$ cat src/hw/pcei_regs.svh
// register offsets, field positions and reset values of the pin change block
`ifndef PCEI_REGS_SVH
`define PCEI_REGS_SVH

`define PCEI_IO_OFFSET      8'h20
`define PCEI_FLAG_DATA_ADDR 8'h3b
`define PCEI_FLAG_IO_ADDR   8'h1b
`define PCEI_ENABLE_ADDR    8'h68
`define PCEI_MASK0_ADDR     8'h6b
`define PCEI_MASK1_ADDR     8'h6c
`define PCEI_MASK2_ADDR     8'h6d
`define PCEI_EXT_FLAG_ADDR  8'h3c
`define PCEI_EXT_EN_ADDR    8'h3d
`define PCEI_SENSE_ADDR     8'h69
`define PCEI_REG_RESET      8'h00
`define PCEI_GROUP_MASK     8'h07
`define PCEI_MASK1_BITS     8'h7f
`define PCEI_LINE0_BIT      0
`define PCEI_SENSE_MASK     8'h03

`endif

$ cat src/hw/pcei_pkg.sv
// types shared by the pin change and line-0 interrupt block
package pcei_pkg;

    // line-0 sense modes
    typedef enum logic [1:0] {
        PCEI_SENSE_LOW     = 2'b00,
        PCEI_SENSE_CHANGE  = 2'b01,
        PCEI_SENSE_FALLING = 2'b10,
        PCEI_SENSE_RISING  = 2'b11
    } pcei_sense_t;

    // vector identifiers raised toward the cpu
    typedef enum logic [2:0] {
        PCEI_VEC_NONE   = 3'b000,
        PCEI_VEC_LINE0  = 3'b001,
        PCEI_VEC_GROUP0 = 3'b010,
        PCEI_VEC_GROUP1 = 3'b011,
        PCEI_VEC_GROUP2 = 3'b100
    } pcei_vec_t;

endpackage

$ cat src/hw/pcei_ctrl.sv
// pin change and external line-0 interrupt controller
//------------------------------------------------------------
// Functional notes
//------------------------------------------------------------
// Functional notes
// - line-0 trigger under sense mode sets flag
// - line-0 vector needs flag or held low level, global, enable
// - flags clear on entry or write one
// - low-level sense keeps line-0 flag cleared
// - group enable register uses bits 2..0
// - enabled pin change requests group interrupt
// - each group has its own vector
// - group pin change sets group flag
// - group vector needs flag, enable, global
// - group flag cleared when routine runs
// - mask bit acts only with group enable
// - cleared mask bit ignores the pin
// - group1 mask has bits 6..0 only
// - flag register at data and io address
// - all registers reset to zero
// - sense field selects level or edge
// - pin change seen without clock edges; here pins are sampled on sys_clk edges only
// - pins driven as outputs still trigger
`timescale 1ns/1ns
`include "pcei_regs.svh"

module pcei_ctrl
    import pcei_pkg::*;
#(
    parameter int PCEI_GROUP0_W = 8,  // pins 7..0
    parameter int PCEI_GROUP1_W = 7,  // pins 14..8
    parameter int PCEI_GROUP2_W = 8   // pins 23..16
) (
    // clock and reset
    input  wire logic                     sys_clk,
    input  wire logic                     reset,
    // cpu register access
    input  wire logic [7:0]               reg_addr,
    input  wire logic                     reg_io_space,
    input  wire logic                     reg_wr,
    input  wire logic                     reg_rd,
    input  wire logic [7:0]               reg_wdata,
    output logic      [7:0]               reg_rdata,
    // cpu interrupt handshake
    input  wire logic                     cpu_global_ie,
    input  wire logic                     irq_ack,
    input  wire logic [2:0]               irq_ack_vec,
    output logic                          irq_req,
    output logic      [2:0]               irq_vec,
    // pins
    input  wire logic                     ext_line0,
    input  wire logic [PCEI_GROUP0_W-1:0] pin_change_input0,
    input  wire logic [PCEI_GROUP1_W-1:0] pin_change_input1,
    input  wire logic [PCEI_GROUP2_W-1:0] pin_change_input2,
    // wake request for the power manager
    output logic                          wake_req
);

    //------------------------------------------------------------
    // helpers
    //------------------------------------------------------------
    // match either the data-space or io-space form of an address
    // io form sits a fixed offset below the data-space form
    function automatic logic addr_hit(input logic [7:0] a,
                                      input logic       io,
                                      input logic [7:0] data_addr);
        addr_hit = io ? (a == data_addr - `PCEI_IO_OFFSET)
                      : (a == data_addr);
    endfunction

    //------------------------------------------------------------
    // registers
    //------------------------------------------------------------
    // software-visible state, all zero after reset
    logic [7:0]               pc_group_flag_reg_q;   // group flags
    logic [7:0]               pc_group_enable_reg_q; // group enables
    logic [PCEI_GROUP0_W-1:0] pc_group0_mask_q;      // group0 mask
    logic [PCEI_GROUP1_W-1:0] pc_group1_mask_q;      // group1 mask
    logic [PCEI_GROUP2_W-1:0] pc_group2_mask_q;      // group2 mask
    logic                     ext_line0_pending_q;   // line-0 flag
    logic                     ext_line0_enable_q;    // line-0 enable
    logic [1:0]               line0_sense_field_q;   // sense mode
    logic [7:0]               reg_rdata_q;           // read data
    logic                     irq_req_q;             // request out
    logic [2:0]               irq_vec_q;             // vector out
    logic                     wake_req_q;            // wake out

    // input sample pipeline: sync stage, sampled, previous
    // the first stage feeds only the second, never any logic
    logic [PCEI_GROUP0_W-1:0] g0_s1_q, g0_s2_q, g0_prev_q;
    logic [PCEI_GROUP1_W-1:0] g1_s1_q, g1_s2_q, g1_prev_q;
    logic [PCEI_GROUP2_W-1:0] g2_s1_q, g2_s2_q, g2_prev_q;
    logic                     l0_s1_q, l0_s2_q, l0_prev_q;

    //------------------------------------------------------------
    // decode
    //------------------------------------------------------------
    // write strobes; enable, masks and sense answer in data space only
    // flag and line-0 registers also answer at their io addresses
    // a strobe is taken on the edge where it stands
    wire wr_flag   = reg_wr & addr_hit(reg_addr, reg_io_space,
                                       `PCEI_FLAG_DATA_ADDR);
    wire wr_enable = reg_wr & !reg_io_space
                   & (reg_addr == `PCEI_ENABLE_ADDR);
    wire wr_mask0  = reg_wr & !reg_io_space
                   & (reg_addr == `PCEI_MASK0_ADDR);
    wire wr_mask1  = reg_wr & !reg_io_space
                   & (reg_addr == `PCEI_MASK1_ADDR);
    wire wr_mask2  = reg_wr & !reg_io_space
                   & (reg_addr == `PCEI_MASK2_ADDR);
    wire wr_eflag  = reg_wr & addr_hit(reg_addr, reg_io_space,
                                       `PCEI_EXT_FLAG_ADDR);
    wire wr_een    = reg_wr & addr_hit(reg_addr, reg_io_space,
                                       `PCEI_EXT_EN_ADDR);
    wire wr_sense  = reg_wr & !reg_io_space
                   & (reg_addr == `PCEI_SENSE_ADDR);

    //------------------------------------------------------------
    // pin change detection
    //------------------------------------------------------------
    // mask gated by group enable; output-driven pins count too
    wire [PCEI_GROUP0_W-1:0] g0_live = pc_group0_mask_q
        & {PCEI_GROUP0_W{pc_group_enable_reg_q[0]}};
    wire [PCEI_GROUP1_W-1:0] g1_live = pc_group1_mask_q
        & {PCEI_GROUP1_W{pc_group_enable_reg_q[1]}};
    wire [PCEI_GROUP2_W-1:0] g2_live = pc_group2_mask_q
        & {PCEI_GROUP2_W{pc_group_enable_reg_q[2]}};

    // a toggle is a mismatch of the sampled and previous stages
    // toggle of any unmasked pin per group
    wire g0_hit = |((g0_s2_q ^ g0_prev_q) & g0_live);
    wire g1_hit = |((g1_s2_q ^ g1_prev_q) & g1_live);
    wire g2_hit = |((g2_s2_q ^ g2_prev_q) & g2_live);
    wire [2:0] grp_hit = {g2_hit, g1_hit, g0_hit};

    // any live toggle, for the wake request; only the second sync
    // stage is compared, so a metastable first stage never leaks out
    wire any_toggle = |grp_hit;

    //------------------------------------------------------------
    // line-0 detection
    //------------------------------------------------------------
    // edges compare the sampled stage against the previous sample
    wire l0_rise = l0_s2_q & !l0_prev_q;
    wire l0_fall = !l0_s2_q & l0_prev_q;
    wire l0_low  = (line0_sense_field_q == PCEI_SENSE_LOW);
    // low level never sets the flag; it requests straight from the pin
    logic l0_trig;
    always_comb begin // sense mode select
        case (pcei_sense_t'(line0_sense_field_q))
            PCEI_SENSE_LOW:     l0_trig = 1'b0;
            PCEI_SENSE_CHANGE:  l0_trig = l0_rise | l0_fall;
            PCEI_SENSE_FALLING: l0_trig = l0_fall;
            PCEI_SENSE_RISING:  l0_trig = l0_rise;
            default:            l0_trig = 1'b0;
        endcase
    end
    // low level requests directly while pin held low
    wire l0_level_req = l0_low & !l0_s2_q;

    //------------------------------------------------------------
    // acknowledge decode
    //------------------------------------------------------------
    // routine entry clears the flag of the vector that was entered
    wire ack_l0 = irq_ack & (irq_ack_vec == PCEI_VEC_LINE0);
    wire [2:0] ack_grp = {
        irq_ack & (irq_ack_vec == PCEI_VEC_GROUP2),
        irq_ack & (irq_ack_vec == PCEI_VEC_GROUP1),
        irq_ack & (irq_ack_vec == PCEI_VEC_GROUP0)};

    // flag next values: set wins over clear
    // a new event in the clearing cycle keeps the flag set
    wire [2:0] grp_clr = ack_grp
        | (wr_flag ? reg_wdata[2:0] : 3'b000);
    wire [2:0] grp_flag_d = (pc_group_flag_reg_q[2:0] & ~grp_clr)
                          | grp_hit;
    wire l0_clr = ack_l0 | (wr_eflag & reg_wdata[`PCEI_LINE0_BIT]);
    wire l0_flag_d = l0_low ? 1'b0
                   : ((ext_line0_pending_q & !l0_clr) | l0_trig);

    //------------------------------------------------------------
    // interrupt arbitration: line 0 first, then group 0..2
    //------------------------------------------------------------
    // a lower source waits while a higher one stands
    wire [2:0] grp_go = pc_group_flag_reg_q[2:0]
        & pc_group_enable_reg_q[2:0]
        & {3{cpu_global_ie}};
    wire l0_go = (ext_line0_pending_q | l0_level_req)
        & ext_line0_enable_q & cpu_global_ie;
    wire [2:0] vec_d = l0_go     ? PCEI_VEC_LINE0
                     : grp_go[0] ? PCEI_VEC_GROUP0
                     : grp_go[1] ? PCEI_VEC_GROUP1
                     : grp_go[2] ? PCEI_VEC_GROUP2
                     :             PCEI_VEC_NONE;
    wire req_d = l0_go | (|grp_go);

    //------------------------------------------------------------
    // read mux
    //------------------------------------------------------------
    // registered read data, zero when idle or unmapped
    // io space reaches only the flag and line-0 registers
    wire [7:0] mask1_rd = {1'b0, pc_group1_mask_q};
    wire [7:0] rdata_d =
        !reg_rd ? 8'h00
        : addr_hit(reg_addr, reg_io_space, `PCEI_FLAG_DATA_ADDR)
            ? pc_group_flag_reg_q
        : addr_hit(reg_addr, reg_io_space, `PCEI_EXT_FLAG_ADDR)
            ? {7'h00, ext_line0_pending_q}
        : addr_hit(reg_addr, reg_io_space, `PCEI_EXT_EN_ADDR)
            ? {7'h00, ext_line0_enable_q}
        : reg_io_space ? 8'h00
        : (reg_addr == `PCEI_ENABLE_ADDR) ? pc_group_enable_reg_q
        : (reg_addr == `PCEI_MASK0_ADDR)  ? pc_group0_mask_q
        : (reg_addr == `PCEI_MASK1_ADDR)  ? mask1_rd
        : (reg_addr == `PCEI_MASK2_ADDR)  ? pc_group2_mask_q
        : (reg_addr == `PCEI_SENSE_ADDR)  ? {6'h00, line0_sense_field_q}
        : 8'h00;

    //------------------------------------------------------------
    // input sampling
    //------------------------------------------------------------
    // two-stage sync, then previous-value register for compare
    // pin samples are not reset; live masks stay zero until written
    always_ff @(posedge sys_clk) begin
        g0_s1_q <= pin_change_input0;
        g1_s1_q <= pin_change_input1;
        g2_s1_q <= pin_change_input2;
        l0_s1_q <= ext_line0;
        g0_s2_q <= g0_s1_q;
        g1_s2_q <= g1_s1_q;
        g2_s2_q <= g2_s1_q;
        l0_s2_q <= l0_s1_q;
        g0_prev_q <= g0_s2_q;
        g1_prev_q <= g1_s2_q;
        g2_prev_q <= g2_s2_q;
        l0_prev_q <= l0_s2_q;
    end

    //------------------------------------------------------------
    // control registers
    //------------------------------------------------------------
    // software-written control registers, synchronous reset
    // unused enable bits and group1 mask bit 7 never store
    // a write lands on the edge where its strobe stands
    always_ff @(posedge sys_clk) begin
        if (reset) begin
            pc_group_enable_reg_q <= `PCEI_REG_RESET;
            pc_group0_mask_q      <= '0;
            pc_group1_mask_q      <= '0;
            pc_group2_mask_q      <= '0;
            ext_line0_enable_q    <= 1'b0;
            line0_sense_field_q   <= 2'b00;
        end else begin
            if (wr_enable) begin
                pc_group_enable_reg_q <= reg_wdata & `PCEI_GROUP_MASK;
            end
            if (wr_mask0) begin
                pc_group0_mask_q <= reg_wdata[PCEI_GROUP0_W-1:0];
            end
            if (wr_mask1) begin
                pc_group1_mask_q <= reg_wdata[PCEI_GROUP1_W-1:0];
            end
            if (wr_mask2) begin
                pc_group2_mask_q <= reg_wdata[PCEI_GROUP2_W-1:0];
            end
            if (wr_een) begin
                ext_line0_enable_q <= reg_wdata[`PCEI_LINE0_BIT];
            end
            if (wr_sense) begin
                line0_sense_field_q <= reg_wdata[1:0];
            end
        end
    end

    //------------------------------------------------------------
    // flags and outputs
    //------------------------------------------------------------
    // flags, read data and cpu-facing outputs, all registered
    // request drops the cycle after routine entry
    always_ff @(posedge sys_clk) begin
        if (reset) begin
            pc_group_flag_reg_q <= `PCEI_REG_RESET;
            ext_line0_pending_q <= 1'b0;
            reg_rdata_q         <= 8'h00;
            irq_req_q           <= 1'b0;
            irq_vec_q           <= 3'h0;
            wake_req_q          <= 1'b0;
        end else begin
            pc_group_flag_reg_q <= {5'h00, grp_flag_d};
            ext_line0_pending_q <= l0_flag_d;
            reg_rdata_q         <= rdata_d;
            irq_req_q           <= req_d & !irq_ack;
            irq_vec_q           <= irq_ack ? 3'h0 : vec_d;
            wake_req_q          <= any_toggle | l0_level_req;
        end
    end

    // every port comes straight from its flop
    assign reg_rdata = reg_rdata_q;
    assign irq_req   = irq_req_q;
    assign irq_vec   = irq_vec_q;
    assign wake_req  = wake_req_q;

endmodule // pcei_ctrl

$ cat config.mk
export PLATFORM = sky130hd
export DESIGN_NAME = pcei_ctrl
export DESIGN_NICKNAME = d
export VERILOG_FILES = /design/src/hw/pcei_pkg.sv /design/src/hw/pcei_ctrl.sv
export VERILOG_INCLUDE_DIRS = /design/src /design/src/hw
export SDC_FILE = /design/constraint.sdc
export NUM_CORES = 1
export LEC_CHECK = 0
export ABC_AREA = 1
export BUFFER_PORTS_ARGS = -buffer_cell sky130_fd_sc_hd__buf_2
export CAP_MARGIN = 20
export CORE_ASPECT_RATIO = 1.2
export CORE_UTILIZATION = 32
export DETAILED_ROUTE_END_ITERATION = 7
export PLACE_DENSITY = 0.58
export SYNTH_ARGS = -nofsm -noshare
export SYNTH_HDL_FRONTEND = slang
export SYNTH_SLANG_ARGS = --single-unit
$ cat constraint.sdc
create_clock -name sys_clk -period 3.1 [get_ports sys_clk]
set_input_delay 0.62 -clock sys_clk [delete_from_list [all_inputs] [get_ports sys_clk]]
set_output_delay 0.62 -clock sys_clk [all_outputs]
set_load 0.05 [all_outputs]
==> results of run 1 <==
state kept, by name, indices dropped and copies added (netlist names), 2 cells and up:
name,cells
pc_group1_mask_q,7
g1_prev_q,7
g2_s2_q,8
g2_prev_q,8
g1_s1_q,7
pc_group_enable_reg_q,3
pc_group2_mask_q,8
line0_sense_field_q,2
g0_prev_q,8
reg_rdata,8
g0_s2_q,8
g0_s1_q,8
g2_s1_q,8
pc_group0_mask_q,8
pc_group_flag_reg_q,3
irq_vec,3
g1_s2_q,7
report_power, final:
group	leakage [nW]	internal (mW)	switching [mW]
Clock	0.293	1.29	0.693
Sequential	0.978	1.57	0.0208
Combinational	0.909	0.0451	0.0642
Total	2.18	2.91	0.778
Yosys cell counts, drive strengths merged:
library cell    n
nand3b          1
a21oi          44
clkbuf          5
buf             4
a221oi          3
xor2           14
a31oi           3
nand3          39
o211a           1
o221ai          1
nand4           8
or2             2
o21ai          39
nor2           29
o211ai          3
o22ai           2
ha              2
dfxtp         118
nor2b           1
inv            54
nor3            2
nand2          58
logic make-up after synthesis:
kind of cell | Yosys count | share of synthesized area
xor+xnor | 14 | 0.0312
flops | 118 | 0.601
compound gates | 96 | 0.131
buf+inv | 63 | 0.0630
simple gates | 140 | 0.167
fa+ha+maj | 2 | 0.00637
per-stage QoR:
step | instances | setup WS [ps] | hold WS, ps | total power, mW
2_1_floorplan | 433 | 1500 | 310 | 1.67
3_3_place_gp | 648 | 897 | 312 | 1.73
3_5_place_dp | 648 | 891 | 312 | 1.73
4_1_cts | 680 | 1310 | 294 | 3.74
5_1_grt | 680 | 1160 | 294 | 3.84
6_report | 680 | 1300 | 315 | 3.68
worst max-delay path, delay by kind of cell:
family,cells,cell delay [ps]
simple gates,4,850
buf+inv,3,350
compound gates,2,270
worst max path at each step:
stage / from / end / depth (start not counted)
finish: reg_addr[4] / pc_group0_mask_q[1] / 9
global route: reg_addr[4] / pc_group1_mask_q[2] / 9
CTS: reg_addr[4] / pc_group0_mask_q[1] / 9
detailed placement: reg_addr[4] / pc_group0_mask_q[1] / 9
global placement: reset / reg_rdata[3] / 6
floorplan: reg_addr[2] / pc_group0_mask_q[5] / 9
layout make-up:
type | count | area [µm²] | area share
repair buffers | 63 | 318 | 0.0633
well taps | 161 | 201 | 0.0401
multi-input cells | 252 | 1320 | 0.263
clock buffers | 18 | 439 | 0.0875
clock inverters | 14 | 175 | 0.0349
flip-flops and latches | 118 | 2360 | 0.471
inverters | 54 | 203 | 0.0404
placed cells by master, fill, tap and decap left out, types with 2 or more instances in the layout:
cell type,netlist,final
inv_1,52,52
a31oi_1,3,3
clkbuf_16,0,17
o22ai_1,2,2
or2_2,2,2
nor2_1,25,25
buf_2,3,62
dfxtp_1,118,118
xor2_1,14,14
clkinvlp_4,0,3
clkinv_2,0,2
ha_1,2,2
clkinv_4,0,3
bufinv_16,0,3
o211ai_1,3,3
nand2_2,3,3
nand2_1,54,54
inv_6,0,3
nand4_1,8,8
nor2_2,4,4
nor3_1,2,2
a221oi_1,3,3
o21ai_0,37,37
o21ai_1,2,2
nand3_1,37,37
a21oi_1,44,44
inv_2,2,2
layer usage:
| layer | global-route usage | vias up | routed length, µm |
|---|---|---|---|
| met4 | 0.0748 | 0 | 149 |
| li1 | - | 1578 | - |
| met1 | 0.165 | 1357 | 3770 |
| met2 | 0.235 | 83 | 4010 |
| met5 | 0 | - | 0 |
| met3 | 0.0548 | 12 | 496 |
==> results.cfg, run 1 <==
[outcome]
outcome = complete, no violations

[global_route]
grt_overflow_total = 0
grt_pass1_wl_um = 13600
grt_max_degree = 25
grt_pass1_vias = 2943
grt_util_all_layers = 0.145
antenna_found_initial = 0

[setup_path]
cp_common_cell = nand2_1
critPathKind = input port to flip-flop
r2r_slack_ps = 1710
worstPathCellList = buf_2 -> inv_1 -> nand2_1 -> nor2_2 -> nand2_1 -> inv_2 -> nand2_2 -> o21ai_0 -> a21oi_1
slowest_delay_ps = 430
cp_slowest_cell = nor2_2
path_max_fanout = 13
rr_worst_depth = 7
cp-end-kind = flip-flop
critPathRequiredTime_ps = 3390
r2r-end = pc_group_flag_reg_q[2]
arrival_ps = 2090
crit_path_start_kind = input port
timing.rr.start = g2_prev_q[0]

[routing]
vias_per_cell = 4.46
drtAntennaViolNets = 0
wl_per_cell_um = 12.4
dr_total_vias = 3030
remaining_drc_errors = 0
detailedRoute.firstIterationViolations = 207
wl_um = 8430
dr.pass1.iters = 4

[finish]
antennaDiodeCount = 0
final_core_util = 0.416
nets = 558
area_growth_pct = 27.7
final_area_um2 = 5020
n_fill_cell = 1183
layout-drive-gt1-share = 0.212

[synth]
synth_area_leaders = dfxtp_1 (60%), a21oi_1 (5.6%), nand2_1 (5.2%)
synthCells = 433
synth-seq-area-share = 0.601
syn_nets = 485
yosys_warnings = 0
avgSynthCellArea_um2 = 9.08
synth_top_cell_by_area = dfxtp_1
ys_types = 30
synth_top_cell_area_share = 0.601
ys_seq_elements = 118
netlist_area_um2 = 3930

[cts]
cts_num_sinks = 118
postCtsSetupBuffers = 0
clockBufferDepth = 2
clk_latency_ps = 400
cts_tree = built
root_buffer = clkbuf_16
h-tree-depth = 4
cts_hold_buffers = 0
cts_buffers = 17
clk_pin_slew_ps = 50
postCtsResizedCells = 0

[run]
cap_violations = 0

[die]
dieWidth_um = 103
core_um2 = 12100
dieArea_um2 = 12700
fp-row-count = 44
ios = 63
start_util = 0.326
die_y_um = 123

[timing]
setup_viol = 0
fin_worst_skew_ps = 8.81
period_needed_ps = 1800
max_freq_mhz = 554
rsz0062_at_grt = false
fin_tns_setup_ps = 0
max_slew.worst_pin.slew_ps = 639
slew_headroom = 0.573
hold_viol_final = 0
slew_viol_final = 0
finalCritPeriodShare = 0.582

[placement]
placed_area_um2 = 4400
dpl.hpwl_um = 6200
routabilityCongestion = 0.871
portBuffers = 62

[power]
vdd_drop_max_mv = 0.295
leakagePower_nw = 2.18
power_density_nw_per_um2 = 734

[hold_path]
hold_start = pin_change_input0[2]
min_path_cells = 1
min_to = g0_s1_q[2]
hp-class = input port to flip-flop
Note: power is estimated with default switching activity, not from simulation.
==> inputs of run 2 (changes only) <==
- PLACE_DENSITY: 0.58 -> 0.6
- clock period: 3.1 -> 1.5 ns (I/O delays scaled with it)
==> run 2 against run 1 <==
Against the previous run:
- clock power rose by 110%
- combinational power rose to 2.6 times the previous value
- register-to-register slack got worse by 1600 ps
- non-clock buffer count rose by 34
- worst setup slack got worse by 1200 ps
- via count rose by 3.6%
- critical path depth fell by 2
- clock-buffer cell count did not move
==> results.cfg, run 2 (synthesized netlist as in run 1, its figures left out) <==
[outcome]
outcome = complete, no violations

[global_route]
grt_pass1_wl_um = 13400
grt_max_degree = 24
grt_util_all_layers = 0.143
grt_pass1_vias = 3002
grt_overflow_total = 0
antenna_found_initial = 0

[run]
cap_violations = 0

[routing]
remaining_drc_errors = 0
wl_per_cell_um = 11.7
dr_total_vias = 3140
detailedRoute.firstIterationViolations = 154
vias_per_cell = 4.40
dr.pass1.iters = 4
drtAntennaViolNets = 0
wl_um = 8390

[setup_path]
cp_top_family = simple AND/OR/NAND/NOR gates
arrival_ps = 1670
critPathRequiredTime_ps = 1790
path_max_fanout = 2
cp-end-kind = flip-flop
crit_path_start_kind = flip-flop
worst-path-buf-inv = 0
critPathKind = flip-flop to flip-flop
worstPathCellList = or2_2 -> nand4_1 -> nand2_1 -> nor2_1 -> nand4_1 -> a31oi_1 -> nor2_1
slowest_delay_ps = 300
cp_slowest_cell = dfxtp_1

[power]
pwr-share-seq = 0.430
p_int_mw = 6.05
power_density_nw_per_um2 = 1430
power_mw = 7.65
p_clk_frac = 0.533
p_switching_mw = 1.59
power.share.switching = 0.208
combPwrFrac = 0.037
leakagePower_nw = 2.32
vdd_drop_max_mv = 0.710

[die]
core_um2 = 12100
dieArea_um2 = 12700
die_y_um = 123
dieWidth_um = 103
start_util = 0.326
fp-row-count = 44
ios = 63

[timing]
setup_viol = 0
setup_ws_ps = 112
finalCritPeriodShare = 0.925
period_needed_ps = 1390
slew_viol_final = 0
rsz0062_at_grt = false
whs_ps = 203
max_freq_mhz = 720
max_slew.worst_pin.slew_ps = 387
fin_tns_setup_ps = 0
slew_headroom = 0.742
hold_viol_final = 0
fin_worst_skew_ps = 6.57

[finish]
nets = 592
area_growth_pct = 35.8
antennaDiodeCount = 0
final_core_util = 0.443
layout-drive-gt1-share = 0.217
final_cell_mix = dfxtp_1 (118), buf_2 (62), nand2_1 (54)
final_common_cell = dfxtp_1

[cts]
cts_num_sinks = 118
cts_tree = built
cts_buffers = 17
postCtsResizedCells = 0
clk_latency_ps = 390
clockBufferDepth = 2
postCtsSetupBuffers = 0
clk_pin_slew_ps = 60
h-tree-depth = 4
root_buffer = clkbuf_16

[hold_path]
hp-class = input port to flip-flop

[placement]
post-place-ws_ps = -106
dpl.hpwl_um = 6130
portBuffers = 62
routabilityCongestion = 0.897
## run 2: worst paths after layout
check                from                endpoint  slack (ps)  cells after the start
max          g2_prev_q[0]  pc_group_flag_reg_q[2]         110                      7
min reg2reg    g2_s1_q[2]              g2_s2_q[2]         320                      0
max reg2reg  g2_prev_q[0]  pc_group_flag_reg_q[2]         110                      7
min                reg_wr      ext_line0_enable_q         200                      3
## run 2: layer usage
metal	GRT usage	vias up	wire, µm
li1	-	1645	-
met1	0.161	1389	3790
met2	0.230	90	3900
met3	0.0520	16	457
met4	0.0810	0	236
met5	0	-	0
## run 2: repair_timing
item,in CTS,in global routing
hold endpoints to repair,24,0
endpoints found under the setup margin,0,0
hold buffers,24,0
## run 2: power by group through the flow
stage	combinational (mW)	clock [mW]	sequential (mW)
CTS	0.281	4.17	3.29
detailed placement	0.233	0	3.36
global placement	0.228	0	3.35
global route	0.312	4.35	3.30
finish	0.280	4.08	3.29
floorplan	0.109	0	3.35
## run 2: layout make-up
class | instances | area, µm²
repair buffers | 97 | 633
well taps | 161 | 201
flip-flops and latches | 118 | 2360
clock inverters | 14 | 176
fillers | 1174 | 6720
clock buffers | 18 | 439
multi-input cells | 252 | 1320
inverters | 54 | 203
## run 2: worst reg2reg max path, delay by kind of cell (launching register included)
kind	cells	cell delay, ps
and+or+nand+nor	6	760
AOI/OAI and AO/OA	1	210
DFF	1	300
## run 2: metrics by stage
| step | area [µm²] | std cells |
|---|---|---|
| final | 5340 | 714 |
| after floorplan | 3930 | 433 |
| after global routing | 5340 | 714 |
| after CTS | 5340 | 714 |
| after detailed placement | 4480 | 658 |
| after global placement | 4480 | 658 |
